--- config.mk ---
export PLATFORM = sky130hd
export DESIGN_NAME = irq_unit
export DESIGN_NICKNAME = d
export VERILOG_FILES = /design/src/hw/irq_unit_pkg.sv /design/src/hw/irq_unit.sv /design/src/hw/irq_pick.sv
export SDC_FILE = /design/constraint.sdc
export NUM_CORES = 1
export LEC_CHECK = 0
export BUFFER_PORTS_ARGS = -buffer_cell sky130_fd_sc_hd__buf_2
export CORE_UTILIZATION = 30
export CTS_BUF_LIST = sky130_fd_sc_hd__clkbuf_8
export CTS_CLUSTER_SIZE = 14
export DETAILED_ROUTE_END_ITERATION = 6
export GPL_ROUTABILITY_DRIVEN = 0
export HOLD_SLACK_MARGIN = 0.1
export SYNTH_ARGS = -nofsm -noshare
export SYNTH_HDL_FRONTEND = slang
export SYNTH_SLANG_ARGS = --single-unit
--- constraint.sdc ---
create_clock -name pclk -period 7.5 [get_ports pclk]
set_input_delay 0.375 -clock pclk [delete_from_list [all_inputs] [get_ports pclk]]
set_output_delay 0.375 -clock pclk [all_outputs]
set_load 0.01 [all_outputs]
--- src/hw/irq_unit_pkg.sv ---
// Package: register map, field layout and timing constants of the vectored interrupt unit
package irq_unit_pkg;
    localparam int NUM_SRC = 17;
    localparam int IDX_W = 5;
    localparam int ADDR_W = 8;
    localparam logic [ADDR_W-1:0] OFF_MASK_MAIN = 8'h00;
    localparam logic [ADDR_W-1:0] OFF_LEVEL_MAIN = 8'h04;
    localparam logic [ADDR_W-1:0] OFF_MASK_EXT1 = 8'h08;
    localparam logic [ADDR_W-1:0] OFF_LEVEL_EXT1 = 8'h0c;
    localparam logic [ADDR_W-1:0] OFF_MASK_EXT2 = 8'h10;
    localparam logic [ADDR_W-1:0] OFF_LEVEL_EXT2 = 8'h14;
    localparam logic [ADDR_W-1:0] OFF_PEND_A = 8'h18;
    localparam logic [ADDR_W-1:0] OFF_PEND_A_CLR = 8'h1c;
    localparam logic [ADDR_W-1:0] OFF_PEND_B = 8'h20;
    localparam logic [ADDR_W-1:0] OFF_PEND_B_CLR = 8'h24;
    localparam logic [ADDR_W-1:0] OFF_STATUS = 8'h28;
    localparam int GLOBAL_EN_BIT = 7;
    localparam int MAIN_SRC_CNT = 7;
    localparam int EXT1_FIRST = 7;
    localparam int EXT2_FIRST = 15;
    localparam int EXT2_SRC_CNT = 2;
    localparam logic [7:0] MASK_RESET = 8'h00;
    localparam logic [7:0] LEVEL_RESET = 8'h00;
    localparam logic [7:0] LEVEL_MAIN_UNUSED = 8'h80;
    localparam logic [NUM_SRC-1:0] HW_CLEAR_SRC = 17'h0000f;
    localparam logic [15:0] RESET_VECTOR = 16'h0000;
    localparam logic [15:0] VECTOR_BASE = 16'h0003;
    localparam int VECTOR_STEP_SHIFT = 3;
    localparam int DETECT_CYCLES = 1;
    localparam int LONG_CALL_CYCLES = 5;
    localparam int MIN_RESPONSE_CYCLES = 7;
    localparam int MAX_RESPONSE_CYCLES = 19;

    typedef enum logic [1:0] {
        ST_IDLE,
        ST_REQ,
        ST_POST_RETURN
    } vec_state_e;

    typedef struct packed {
        logic instr_done;
        logic return_from_irq;
        logic call_ack;
    } cpu_status_s;

    typedef struct packed {
        logic req;
        logic high;
        logic [15:0] vector;
    } irq_call_s;
endpackage : irq_unit_pkg

--- src/hw/irq_unit.sv ---
// Vectored two-level interrupt unit with APB register access
`timescale 1ns/1ps
`default_nettype none
module irq_unit (
    input wire logic pclk,
    input wire logic presetn,
    input wire logic psel,
    input wire logic penable,
    input wire logic pwrite,
    input wire logic [irq_unit_pkg::ADDR_W-1:0] paddr,
    input wire logic [31:0] pwdata,
    output logic [31:0] prdata,
    output logic pready,
    output logic pslverr,
    input wire logic [irq_unit_pkg::NUM_SRC-1:0] flag_a_event,
    input wire logic [irq_unit_pkg::NUM_SRC-1:0] flag_b_event,
    input wire irq_unit_pkg::cpu_status_s cpu,
    output irq_unit_pkg::irq_call_s call
);
    localparam int N = irq_unit_pkg::NUM_SRC;
    localparam int IW = irq_unit_pkg::IDX_W;

    logic [7:0] mask_main_reg;
    logic [7:0] level_main_reg;
    logic [7:0] mask_ext1_reg;
    logic [7:0] level_ext1_reg;
    logic [7:0] mask_ext2_reg;
    logic [7:0] level_ext2_reg;
    logic [N-1:0] pend_a_reg;
    logic [N-1:0] pend_b_reg;
    logic [N-1:0] pend_a_next;
    logic [N-1:0] pend_b_next;
    logic high_active_reg;
    logic low_active_reg;
    logic [IW-1:0] idx_reg;
    logic [IW-1:0] idx_next;
    logic high_reg;
    logic high_next;
    irq_unit_pkg::vec_state_e state_reg;
    irq_unit_pkg::vec_state_e state_next;

    logic access;
    logic wr_en;
    logic mapped;
    logic [31:0] rd_data;
    logic [N-1:0] src_mask;
    logic [N-1:0] src_level;
    logic [N-1:0] pending;
    logic [N-1:0] eligible;
    logic global_en;
    logic pick_valid;
    logic pick_high;
    logic [IW-1:0] pick_idx;
    logic cand_valid;
    logic taken;
    logic [N-1:0] sw_set_a;
    logic [N-1:0] sw_set_b;
    logic [N-1:0] sw_clr_a;
    logic [N-1:0] sw_clr_b;
    logic [N-1:0] hw_clr;

    // Source mask and level vectors from the register bits
    assign src_mask = {mask_ext2_reg[irq_unit_pkg::EXT2_SRC_CNT-1:0], mask_ext1_reg,
        mask_main_reg[irq_unit_pkg::MAIN_SRC_CNT-1:0]};
    assign src_level = {level_ext2_reg[irq_unit_pkg::EXT2_SRC_CNT-1:0], level_ext1_reg,
        level_main_reg[irq_unit_pkg::MAIN_SRC_CNT-1:0]};
    assign global_en = mask_main_reg[irq_unit_pkg::GLOBAL_EN_BIT];

    assign pending = pend_a_reg | pend_b_reg;
    // Level rule: high waits only on high; low waits on any routine
    always_comb begin
        for (int i = 0; i < N; i++) begin
            eligible[i] = global_en && src_mask[i] && pending[i] && !high_active_reg
                && (src_level[i] || !low_active_reg);
        end
    end

    irq_pick #(
        .N(N),
        .IW(IW)
    ) u_pick (
        .req(eligible),
        .level(src_level),
        .valid(pick_valid),
        .is_high(pick_high),
        .idx(pick_idx)
    );

    assign cand_valid = pick_valid;

    // APB decode
    assign access = psel && penable;
    assign wr_en = access && pready && pwrite;
    always_comb begin
        mapped = 1'b1;
        rd_data = 32'h0000_0000;
        case (paddr)
            irq_unit_pkg::OFF_MASK_MAIN: rd_data[7:0] = mask_main_reg;
            irq_unit_pkg::OFF_LEVEL_MAIN: rd_data[7:0] = level_main_reg
                | irq_unit_pkg::LEVEL_MAIN_UNUSED;
            irq_unit_pkg::OFF_MASK_EXT1: rd_data[7:0] = mask_ext1_reg;
            irq_unit_pkg::OFF_LEVEL_EXT1: rd_data[7:0] = level_ext1_reg;
            irq_unit_pkg::OFF_MASK_EXT2: rd_data[7:0] = mask_ext2_reg;
            irq_unit_pkg::OFF_LEVEL_EXT2: rd_data[7:0] = level_ext2_reg;
            irq_unit_pkg::OFF_PEND_A: rd_data[N-1:0] = pend_a_reg;
            irq_unit_pkg::OFF_PEND_A_CLR: rd_data[N-1:0] = pend_a_reg;
            irq_unit_pkg::OFF_PEND_B: rd_data[N-1:0] = pend_b_reg;
            irq_unit_pkg::OFF_PEND_B_CLR: rd_data[N-1:0] = pend_b_reg;
            irq_unit_pkg::OFF_STATUS: rd_data[11:0] = {state_reg, high_active_reg,
                low_active_reg, high_reg, cand_valid, 1'b0, idx_reg};
            default: mapped = 1'b0;
        endcase
    end

    // One wait state, then answer
    always_ff @(posedge pclk or negedge presetn) begin
        if (!presetn) begin
            pready <= 1'b0;
            prdata <= 32'h0000_0000;
            pslverr <= 1'b0;
        end else if (access && !pready) begin
            pready <= 1'b1;
            prdata <= pwrite ? 32'h0000_0000 : rd_data;
            pslverr <= !mapped;
        end else begin
            pready <= 1'b0;
            prdata <= 32'h0000_0000;
            pslverr <= 1'b0;
        end
    end

    // Mask and level registers
    always_ff @(posedge pclk or negedge presetn) begin
        if (!presetn) begin
            mask_main_reg <= irq_unit_pkg::MASK_RESET;
            mask_ext1_reg <= irq_unit_pkg::MASK_RESET;
            mask_ext2_reg <= irq_unit_pkg::MASK_RESET;
            level_main_reg <= irq_unit_pkg::LEVEL_RESET;
            level_ext1_reg <= irq_unit_pkg::LEVEL_RESET;
            level_ext2_reg <= irq_unit_pkg::LEVEL_RESET;
        end else if (wr_en && mapped) begin
            case (paddr)
                irq_unit_pkg::OFF_MASK_MAIN: mask_main_reg <= pwdata[7:0];
                irq_unit_pkg::OFF_LEVEL_MAIN: level_main_reg <= {1'b0, pwdata[6:0]};
                irq_unit_pkg::OFF_MASK_EXT1: mask_ext1_reg <= pwdata[7:0];
                irq_unit_pkg::OFF_LEVEL_EXT1: level_ext1_reg <= pwdata[7:0];
                irq_unit_pkg::OFF_MASK_EXT2: mask_ext2_reg <= {6'h00, pwdata[1:0]};
                irq_unit_pkg::OFF_LEVEL_EXT2: level_ext2_reg <= {6'h00, pwdata[1:0]};
                default: ;
            endcase
        end
    end

    // Pending flags: events and software sets win over clears
    assign sw_set_a = (wr_en && paddr == irq_unit_pkg::OFF_PEND_A) ? pwdata[N-1:0] : '0;
    assign sw_set_b = (wr_en && paddr == irq_unit_pkg::OFF_PEND_B) ? pwdata[N-1:0] : '0;
    assign sw_clr_a = (wr_en && paddr == irq_unit_pkg::OFF_PEND_A_CLR) ? pwdata[N-1:0] : '0;
    assign sw_clr_b = (wr_en && paddr == irq_unit_pkg::OFF_PEND_B_CLR) ? pwdata[N-1:0] : '0;
    assign taken = (state_reg == irq_unit_pkg::ST_REQ) && cpu.call_ack && !cpu.return_from_irq;
    always_comb begin
        hw_clr = '0;
        if (taken) begin
            hw_clr[idx_reg] = irq_unit_pkg::HW_CLEAR_SRC[idx_reg];
        end
    end
    assign pend_a_next = (pend_a_reg & ~sw_clr_a & ~hw_clr) | flag_a_event | sw_set_a;
    assign pend_b_next = (pend_b_reg & ~sw_clr_b & ~hw_clr) | flag_b_event | sw_set_b;

    always_ff @(posedge pclk or negedge presetn) begin
        if (!presetn) begin
            pend_a_reg <= '0;
            pend_b_reg <= '0;
        end else begin
            pend_a_reg <= pend_a_next;
            pend_b_reg <= pend_b_next;
        end
    end

    // Vectoring sequence
    always_comb begin
        state_next = state_reg;
        idx_next = idx_reg;
        high_next = high_reg;
        case (state_reg)
            irq_unit_pkg::ST_IDLE: begin
                if (cand_valid) begin
                    state_next = irq_unit_pkg::ST_REQ;
                    idx_next = pick_idx;
                    high_next = pick_high;
                end
            end
            irq_unit_pkg::ST_REQ: begin
                if (cpu.return_from_irq) begin
                    state_next = irq_unit_pkg::ST_POST_RETURN;
                end else if (cpu.call_ack) begin
                    state_next = irq_unit_pkg::ST_IDLE;
                end else if (!cand_valid) begin
                    state_next = irq_unit_pkg::ST_IDLE;
                end else begin
                    idx_next = pick_idx;
                    high_next = pick_high;
                end
            end
            irq_unit_pkg::ST_POST_RETURN: begin
                if (cpu.instr_done) begin
                    state_next = irq_unit_pkg::ST_IDLE;
                end
            end
            default: state_next = irq_unit_pkg::ST_IDLE;
        endcase
        if (cpu.return_from_irq) begin
            state_next = irq_unit_pkg::ST_POST_RETURN;
        end
    end

    always_ff @(posedge pclk or negedge presetn) begin
        if (!presetn) begin
            state_reg <= irq_unit_pkg::ST_IDLE;
            idx_reg <= '0;
            high_reg <= 1'b0;
        end else begin
            state_reg <= state_next;
            idx_reg <= idx_next;
            high_reg <= high_next;
        end
    end

    // In-service levels: set on call, newest level cleared on return
    always_ff @(posedge pclk or negedge presetn) begin
        if (!presetn) begin
            high_active_reg <= 1'b0;
            low_active_reg <= 1'b0;
        end else if (cpu.return_from_irq) begin
            if (high_active_reg) begin
                high_active_reg <= 1'b0;
            end else begin
                low_active_reg <= 1'b0;
            end
        end else if (taken) begin
            if (high_reg) begin
                high_active_reg <= 1'b1;
            end else begin
                low_active_reg <= 1'b1;
            end
        end
    end

    // Call request toward the CPU
    always_ff @(posedge pclk or negedge presetn) begin
        if (!presetn) begin
            call.req <= 1'b0;
            call.high <= 1'b0;
            call.vector <= irq_unit_pkg::RESET_VECTOR;
        end else begin
            call.req <= (state_next == irq_unit_pkg::ST_REQ);
            call.high <= high_next;
            call.vector <= irq_unit_pkg::VECTOR_BASE
                + (16'(idx_next) << irq_unit_pkg::VECTOR_STEP_SHIFT);
        end
    end

    // Checks
    a_req_needs_global: assert property (@(posedge pclk) disable iff (!presetn)
        call.req |-> $past(global_en))
        else $error("request raised while globally disabled");

    a_vector_from_order: assert property (@(posedge pclk) disable iff (!presetn)
        call.req |-> call.vector == irq_unit_pkg::VECTOR_BASE + {8'h00, idx_reg, 3'h0}
            && call.vector <= 16'h0083)
        else $error("vector does not match fixed order");

    a_event_sets_flag: assert property (@(posedge pclk) disable iff (!presetn)
        (|flag_a_event) |=> ((pend_a_reg & $past(flag_a_event)) == $past(flag_a_event)))
        else $error("event did not set pending flag");

    a_hw_clear_on_call: assert property (@(posedge pclk) disable iff (!presetn)
        taken && idx_reg < 5'h04 && !flag_a_event[idx_reg] && !sw_set_a[idx_reg]
            |=> !pend_a_reg[$past(idx_reg)])
        else $error("pending flag not cleared on vectoring");

    a_sw_flag_kept: assert property (@(posedge pclk) disable iff (!presetn)
        taken && idx_reg >= 5'h04 && pend_a_reg[idx_reg] && !sw_clr_a[idx_reg]
            |=> pend_a_reg[$past(idx_reg)])
        else $error("software-cleared flag dropped by hardware");

    a_one_instr_after: assert property (@(posedge pclk) disable iff (!presetn)
        cpu.return_from_irq ##1 (!cpu.instr_done && !cpu.return_from_irq) |=> !call.req)
        else $error("request before one instruction after return");

    a_high_not_preempt: assert property (@(posedge pclk) disable iff (!presetn)
        call.req && !$past(cpu.return_from_irq) |-> !$past(high_active_reg))
        else $error("request raised during high routine");

    a_low_waits: assert property (@(posedge pclk) disable iff (!presetn)
        call.req && $past(low_active_reg) && !$past(cpu.return_from_irq) |-> call.high)
        else $error("low request preempted low routine");

    a_high_first: assert property (@(posedge pclk) disable iff (!presetn)
        pick_valid && (|(eligible & src_level)) |-> pick_high)
        else $error("low level chosen over high level");

    a_fixed_order: assert property (@(posedge pclk) disable iff (!presetn)
        pick_valid |-> !(|(eligible & (pick_high ? src_level : ~src_level)
            & ((17'h00001 << pick_idx) - 17'h00001))))
        else $error("fixed order violated");

    a_detect_one_cycle: assert property (@(posedge pclk) disable iff (!presetn)
        state_reg == irq_unit_pkg::ST_IDLE && cand_valid && !cpu.return_from_irq |=> call.req)
        else $error("request not raised one cycle after detect");

    a_return_holds: assert property (@(posedge pclk) disable iff (!presetn)
        state_reg == irq_unit_pkg::ST_POST_RETURN && !cpu.instr_done && !cpu.return_from_irq
            |=> state_reg == irq_unit_pkg::ST_POST_RETURN)
        else $error("left post-return wait before instruction end");

    a_return_release: assert property (@(posedge pclk) disable iff (!presetn)
        state_reg == irq_unit_pkg::ST_POST_RETURN && cpu.instr_done && !cpu.return_from_irq
            |=> state_reg == irq_unit_pkg::ST_IDLE)
        else $error("post-return wait not released by instruction end");

    a_apb_wait_state: assert property (@(posedge pclk) disable iff (!presetn)
        access && !pready |=> pready ##1 !pready)
        else $error("bus answer not after one wait state");
endmodule : irq_unit
`default_nettype wire

--- src/hw/irq_pick.sv ---
// Priority resolver: high level first, then lowest fixed order
`timescale 1ns/1ps
`default_nettype none
module irq_pick #(
    parameter int N = 17,
    parameter int IW = 5
) (
    input wire logic [N-1:0] req,
    input wire logic [N-1:0] level,
    output logic valid,
    output logic is_high,
    output logic [IW-1:0] idx
);
    logic any_high;

    always_comb begin
        any_high = |(req & level);
        valid = 1'b0;
        is_high = 1'b0;
        idx = '0;
        for (int i = N - 1; i >= 0; i--) begin
            if (req[i] && (level[i] || !any_high)) begin
                valid = 1'b1;
                is_high = level[i];
                idx = IW'(i);
            end
        end
    end
endmodule : irq_pick
`default_nettype wire

==> results of run 1 <==
-- cells by family (layout without fill, tap and decap cells) --
kind of cell,Yosys count,after routing,synth area share
AO/OA/AOI/OAI,169,169,0.239
multiplexers,40,40,0.0829
other,2,25,0.00140
buffers and inverters,52,127,0.0599
AND/OR/NAND/NOR,172,172,0.151
flip-flops,100,100,0.466
-- worst max-delay path: cells and delay by family, from the launching register on --
kind            cells  cell delay [ps]
compound gates      4              910
flops               1              480
simple gates        5             2310
-- final cells by class --
| type | instances | area, µm² | area share |
|---|---|---|---|
| Clock inverter | 7 | 115 | 0.0184 |
| Sequential cell | 100 | 2500 | 0.399 |
| Clock buffer | 9 | 124 | 0.0198 |
| Timing Repair Buffer | 102 | 536 | 0.0855 |
| Multi-Input combinational cell | 406 | 2670 | 0.427 |
| Tap cell | 225 | 282 | 0.0449 |
| Inverter | 9 | 33.8 | 0.00539 |
-- how the worst max path moves through the flow --
stage                           startpoint                   to  slack (ps)  cells after the start
3_3_place_gp   high_active_reg$_DFFE_PN0P_  prdata[6]$_DFF_PN0_        3830                      9
5_1_grt        high_active_reg$_DFFE_PN0P_  prdata[6]$_DFF_PN0_        3510                      9
3_5_place_dp   high_active_reg$_DFFE_PN0P_  prdata[6]$_DFF_PN0_        3800                      9
2_1_floorplan  high_active_reg$_DFFE_PN0P_             register        4760                     11
6_report       high_active_reg$_DFFE_PN0P_  prdata[6]$_DFF_PN0_        3660                      9
4_1_cts        high_active_reg$_DFFE_PN0P_  prdata[6]$_DFF_PN0_        3770                      9
-- per-layer routing --
metal,wire (µm),vias to the layer above,global-route usage
met5,0,-,0
met4,622,0,0.0924
met3,1100,37,0.0410
met1,7630,2249,0.253
li1,-,2176,-
met2,7500,189,0.290
-- placed cells by master, fill, tap and decap left out, types with 4 or more instances in the layout --
master / count
a21oi_1: 27
a221o_1: 28
a221oi_1: 7
a22oi_1: 19
a31oi_1: 9
buf_2: 93
buf_4: 8
clkbuf_8: 9
conb_1: 25
dfrtp_1: 100
inv_1: 9
mux2_2: 32
mux2i_1: 7
nand2_1: 74
nand3_1: 8
nor2_1: 39
nor3_1: 13
nor3_4: 4
o211ai_1: 6
o21ai_0: 28
o31ai_1: 4
-- power by group --
part	leakage [nW]	internal [W]	total, W	switching [W]
clock network	0.115	0.000220	0.000410	0.000190
registers	1.20	0.000541	0.000543	0.00000186
logic	1.35	0.0000193	0.0000600	0.0000407
total	2.66	0.000780	0.00101	0.000232
-- metrics by stage --
stage	setup WS [ps]	util	cell area, µm²
3_5_place_dp	3800	0.345	6020
6_report	3660	0.360	6270
2_1_floorplan	4760	-	5460
4_1_cts	3770	0.360	6270
5_1_grt	3510	0.360	6270
3_3_place_gp	3830	0.345	6020
==> metrics.csv, run 1 <==
stage;metric;value;unit
synthesis;Yosys top cell area share;0.466;
timing;endpoints failing setup;0;
placed_design;hpwl dp;12100;µm
grt;grt ovf;0;
setup_path;r2r worst-path depth;9;
synthesis;most common cell in the netlist;dfrtp_1;
timing;Tmin final;3840;ps
cts;TritonCTS clock tree;yes;
floorplan;Die Span Y;136;µm
synthesis;synthesized cell area;5370;µm²
placed_design;placed cells;841;
synthesis;Post-synth ARST share;1.00;
cts;clock latency on the worst-skew pair;390;ps
status;status;complete, no violations;
setup_path;endpoint required time on the critical path;7750;ps
route;vias per inst;5.42;
synthesis;Post-synth EDFFs;0;
synthesis;Syn. warnings;0;
timing;RSZ-0062 raised after global routing;false;
cts;Num CTS Buffers;9;
synthesis;largest area contributor in the netlist;dfrtp_1;
hold_path;min-delay src;cpu[2];
cts;Post-CTS Setup Repair Bufs;0;
hold_path;WHS Path Cells;2;
synthesis;Post-synth top cells;dfrtp_1 (100), nand2_1 (74), nor2_1 (39);
synthesis;register area share after synthesis;0.466;
route;Remaining DRCs;0;
floorplan;Core Rows;48;
timing;Hold WS;156;ps
placed_design;Buffers on Ports;94;
synthesis;top cells by area, synth;dfrtp_1 (47%), mux2_2 (6.7%), a221o_1 (5.2%), nand2_1 (5.2%), buf_4 (3.8%);
setup_path;Critical Path, Cell by Cell;nor2b_1 -> o2111a_1 -> a2111oi_1 -> and4b_1 -> a31oi_1 -> nand4_2 -> nor4_1 -> nand2b_1 -> a21oi_1;
final_layout;Final Instance Count excl. Fillers;858;
setup_path;startpoint types;register;
setup_path;slowest CP cell;nor4_1;
pwr;PD cells;162;nW/µm²
pwr;VDD IR max;0.0973;mV
floorplan;Ports;134;
pwr;power after layout;0.00101;W
cts;Worst-path clk slew;100;ps
final_layout;ant diodes;0;
setup_path;Max stage delay on crit path;900;ps
floorplan;Die X;136;µm
setup_path;FF-to-FF setup slack;3660;ps
floorplan;die footprint;18400;µm²
floorplan;core area;17400;µm²
pwr;leak pwr;2.66;nW
grt;initial antenna violation count;0;
setup_path;WS Path Type;register to register;
final_layout;Final #Nets;710;
synthesis;Cells after Synth;535;
floorplan;Starting Density;0.308;
cts;H-Tree Depth;3;
grt;number of global-route vias before repair;4418;
synthesis;Synth Register Bits;100;
timing;Final Cycle Share;0.512;
cts;Hold Buf Count CTS;1;
route;DR pass1 iterations;5;
grt;first-pass GRT wire length;25800;µm
setup_path;Crit. End Element;register;
timing;Slew HR;0.292;
cts;Clock Path Buffers;2;
route;WL final;16800;µm
timing;post-route clock skew;7.97;ps
route;DRT iter0 DRCs;323;
hold_path;Hold Path End;state_reg[1]$_DFF_PN0_;
run;total of max-cap violations;0;
cts;number of clock sinks;100;
cts;Root Driver;clkbuf_8;
synthesis;top_reg_cell synth;dfrtp_1;
timing;worst-margin pin slew;1050;ps
grt;GR Util All Layers;0.189;
timing;Setup TNS Final;0;ps
timing;endpoints failing hold;0;
setup_path;Worst Path Arrival;4090;ps
final_layout;area growth from synthesis to layout;16.7;%
route;wire length per cell;19.6;µm
setup_path;r2r startpoint;high_active_reg$_DFFE_PN0P_;
synthesis;distinct cell type count after synthesis;69;
final_layout;share of cells above drive strength 1;0.273;
final_layout;FILL cells;1793;
timing;Slew Viols, Final;0;
route;total number of vias;4651;
cts;number of gates resized after cts;0;
synthesis;Syn Area/Cell;10.0;µm²
route;Routed Antenna Nets;0;
hold_path;HP Class;input pin to register;
setup_path;highest fanout seen on the critical path;15;
timing;Peak Freq;261;MHz
setup_path;RR Endpoint;prdata[6]$_DFF_PN0_;
grt;largest net degree at the start of global routing;53;
No activity file was read; power rests on OpenSTA's default activity.
==> inputs of run 2 (changes only) <==
==> constraint.sdc (replaced) <==
create_clock -name pclk -period 3.96 [get_ports pclk]
set_input_delay 0.198 -clock pclk [delete_from_list [all_inputs] [get_ports pclk]]
set_output_delay 0.198 -clock pclk [all_outputs]
set_load 0.01 [all_outputs]
==> run 2 against run 1 <==
Compared with the run above: flip-flop and latch count stayed put; highest routed layer unchanged; cell count is 7.3% higher; routed wire length is 4.5% higher; non-clock buffer count is 64 higher; largest power group unchanged; worst setup slack worse by 3300 ps; maximum frequency is 8.1% higher; clock power is 66% higher; via count is 8.0% higher; total power is 83% higher; die area stayed put.
==> metrics.csv, run 2 (synthesized netlist as in run 1, its figures left out) <==
stage;metric;value;unit
timing;endpoints failing setup;0;
floorplan;Core Rows;48;
route;vias per inst;5.45;
grt;number of global-route vias before repair;4944;
final_layout;most common cell after layout, fill and taps aside;dfrtp_1;
setup_path;Critical Path, Cell by Cell;nor2b_1 -> o211a_2 -> and2_1 -> nor3_4 -> buf_4 -> a31oi_1 -> nand4_2 -> nor4_1 -> buf_4 -> nand2b_1 -> a21oi_1;
grt;initial antenna violation count;0;
cts;TritonCTS clock tree;yes;
grt;grt ovf;0;
route;DRT iter0 DRCs;381;
setup_path;CP most frequent cell;buf_4;
run;total of max-cap violations;0;
floorplan;core area;17400;µm²
route;Remaining DRCs;0;
cts;number of clock sinks;100;
timing;worst-margin pin slew;1000;ps
cts;H-Tree Depth;3;
timing;Peak Freq;282;MHz
route;WL final;17600;µm
grt;first-pass GRT wire length;27700;µm
cts;Root Driver;clkbuf_8;
placed_design;Setup WS pre-CTS;499;ps
grt;GR Util All Layers;0.201;
floorplan;Die X;136;µm
setup_path;endpoint required time on the critical path;4220;ps
pwr;PD cells;271;nW/µm²
floorplan;die footprint;18400;µm²
timing;Slew Viols, Final;0;
route;DR pass1 iterations;7;
route;wire length per cell;19.1;µm
cts;Hold Buf Count CTS;58;
setup_path;highest fanout seen on the critical path;10;
timing;Setup TNS Final;0;ps
timing;Hold WS;120;ps
final_layout;Final #Nets;774;
route;Routed Antenna Nets;0;
cts;clock latency on the worst-skew pair;390;ps
final_layout;area growth from synthesis to layout;27.3;%
floorplan;Ports;134;
timing;Slew HR;0.332;
final_layout;ant diodes;0;
pwr;leak pwr;2.85;nW
timing;endpoints failing hold;0;
placed_design;Buffers on Ports;94;
floorplan;Die Span Y;136;µm
setup_path;slowest CP cell;nor2b_1;
cts;Worst-path clk slew;100;ps
cts;Post-CTS Setup Repair Bufs;0;
route;total number of vias;5024;
final_layout;share of cells above drive strength 1;0.256;
setup_path;Worst Path Arrival;3810;ps
cts;Num CTS Buffers;9;
timing;Final Cycle Share;0.896;
setup_path;Crit. End Element;register;
cts;Clock Path Buffers;2;
setup_path;Max stage delay on crit path;570;ps
setup_path;startpoint types;register;
timing;setup slack after layout;410;ps
final_layout;FILL cells;1746;
setup_path;r2r worst-path depth;11;
pwr;VDD IR max;0.196;mV
hold_path;WHS Path Cells;3;
timing;post-route clock skew;13.1;ps
timing;RSZ-0062 raised after global routing;false;
placed_design;hpwl dp;12100;µm
floorplan;Starting Density;0.308;
cts;number of gates resized after cts;0;
final_layout;most frequent cells in the layout;dfrtp_1 (100), buf_2 (93), nand2_1 (74), dlygate4sd3_1 (58), nor2_1 (39);
hold_path;HP Class;input pin to register;
timing;Tmin final;3550;ps
setup_path;WS Path Type;register to register;
grt;largest net degree at the start of global routing;80;
status;status;complete, no violations;
[run 2: changes by cell type in the layout (fill, tap and decap cells not counted), sizes merged]
cell	change
bufinv	-2
clkbuf	+2
clkinvlp	-1
inv	+1
dlygate4sd3	+57
buf	+7
clkinv	-1
[run 2: worst max-delay path: cells and delay by family, from the launching register on]
family | cells | cell delay (ps)
buf+inv | 2 | 420
flops | 1 | 470
compound gates | 3 | 820
simple gates | 6 | 1710
[run 2: final timing paths]
path | start | to | slack [ps]
worst max-delay path | high_active_reg$_DFFE_PN0P_ | prdata[6]$_DFF_PN0_ | 410
worst min-delay path | pwdata[3] | pend_b_reg[3]$_DFF_PN0_ | 120
min in group asynchronous | presetn | pend_a_reg[16]$_DFF_PN0_ | 500
max in group asynchronous | presetn | mask_ext1_reg[2]$_DFFE_PN0P_ | 2530
worst min register to register | level_ext1_reg[7]$_DFFE_PN0P_ | level_ext1_reg[7]$_DFFE_PN0P_ | 520
worst max register to register | high_active_reg$_DFFE_PN0P_ | prdata[6]$_DFF_PN0_ | 410
[run 2: where the power goes]
part / switching (W) / internal, W / total (W)
clock: 0.000360 / 0.000322 / 0.000682
sequential: 0.00000367 / 0.00102 / 0.00103
combinational: 0.0000832 / 0.0000619 / 0.000145
[run 2: area by class of cell]
type,instances,area (µm²),area share
inverters,9,33.8,0.00494
clock inverters,4,50.0,0.00732
well taps,225,282,0.0412
flip-flops and latches,100,2500,0.366
clock buffers,11,151,0.0221
repair buffers,166,1160,0.169
multi-input cells,406,2660,0.389
[run 2: stage by stage]
stage                      util  cell area [µm²]  power [W]  cells
after global placement    0.348             6060    0.00116    848
final                     0.393             6840    0.00186    921
after floorplan               -             5460    0.00110    558
after detailed placement  0.348             6060    0.00116    848
after CTS                 0.393             6840    0.00188    921
after global routing      0.393             6840    0.00193    921
[run 2: metal layers]
| layer | global-route usage | wire length, µm | vias up |
|---|---|---|---|
| met4 | 0.0874 | 583 | 0 |
| met5 | 0 | 0 | - |
| met3 | 0.0429 | 1290 | 40 |
| met1 | 0.264 | 7740 | 2476 |
| met2 | 0.318 | 7980 | 212 |
| li1 | - | - | 2296 |
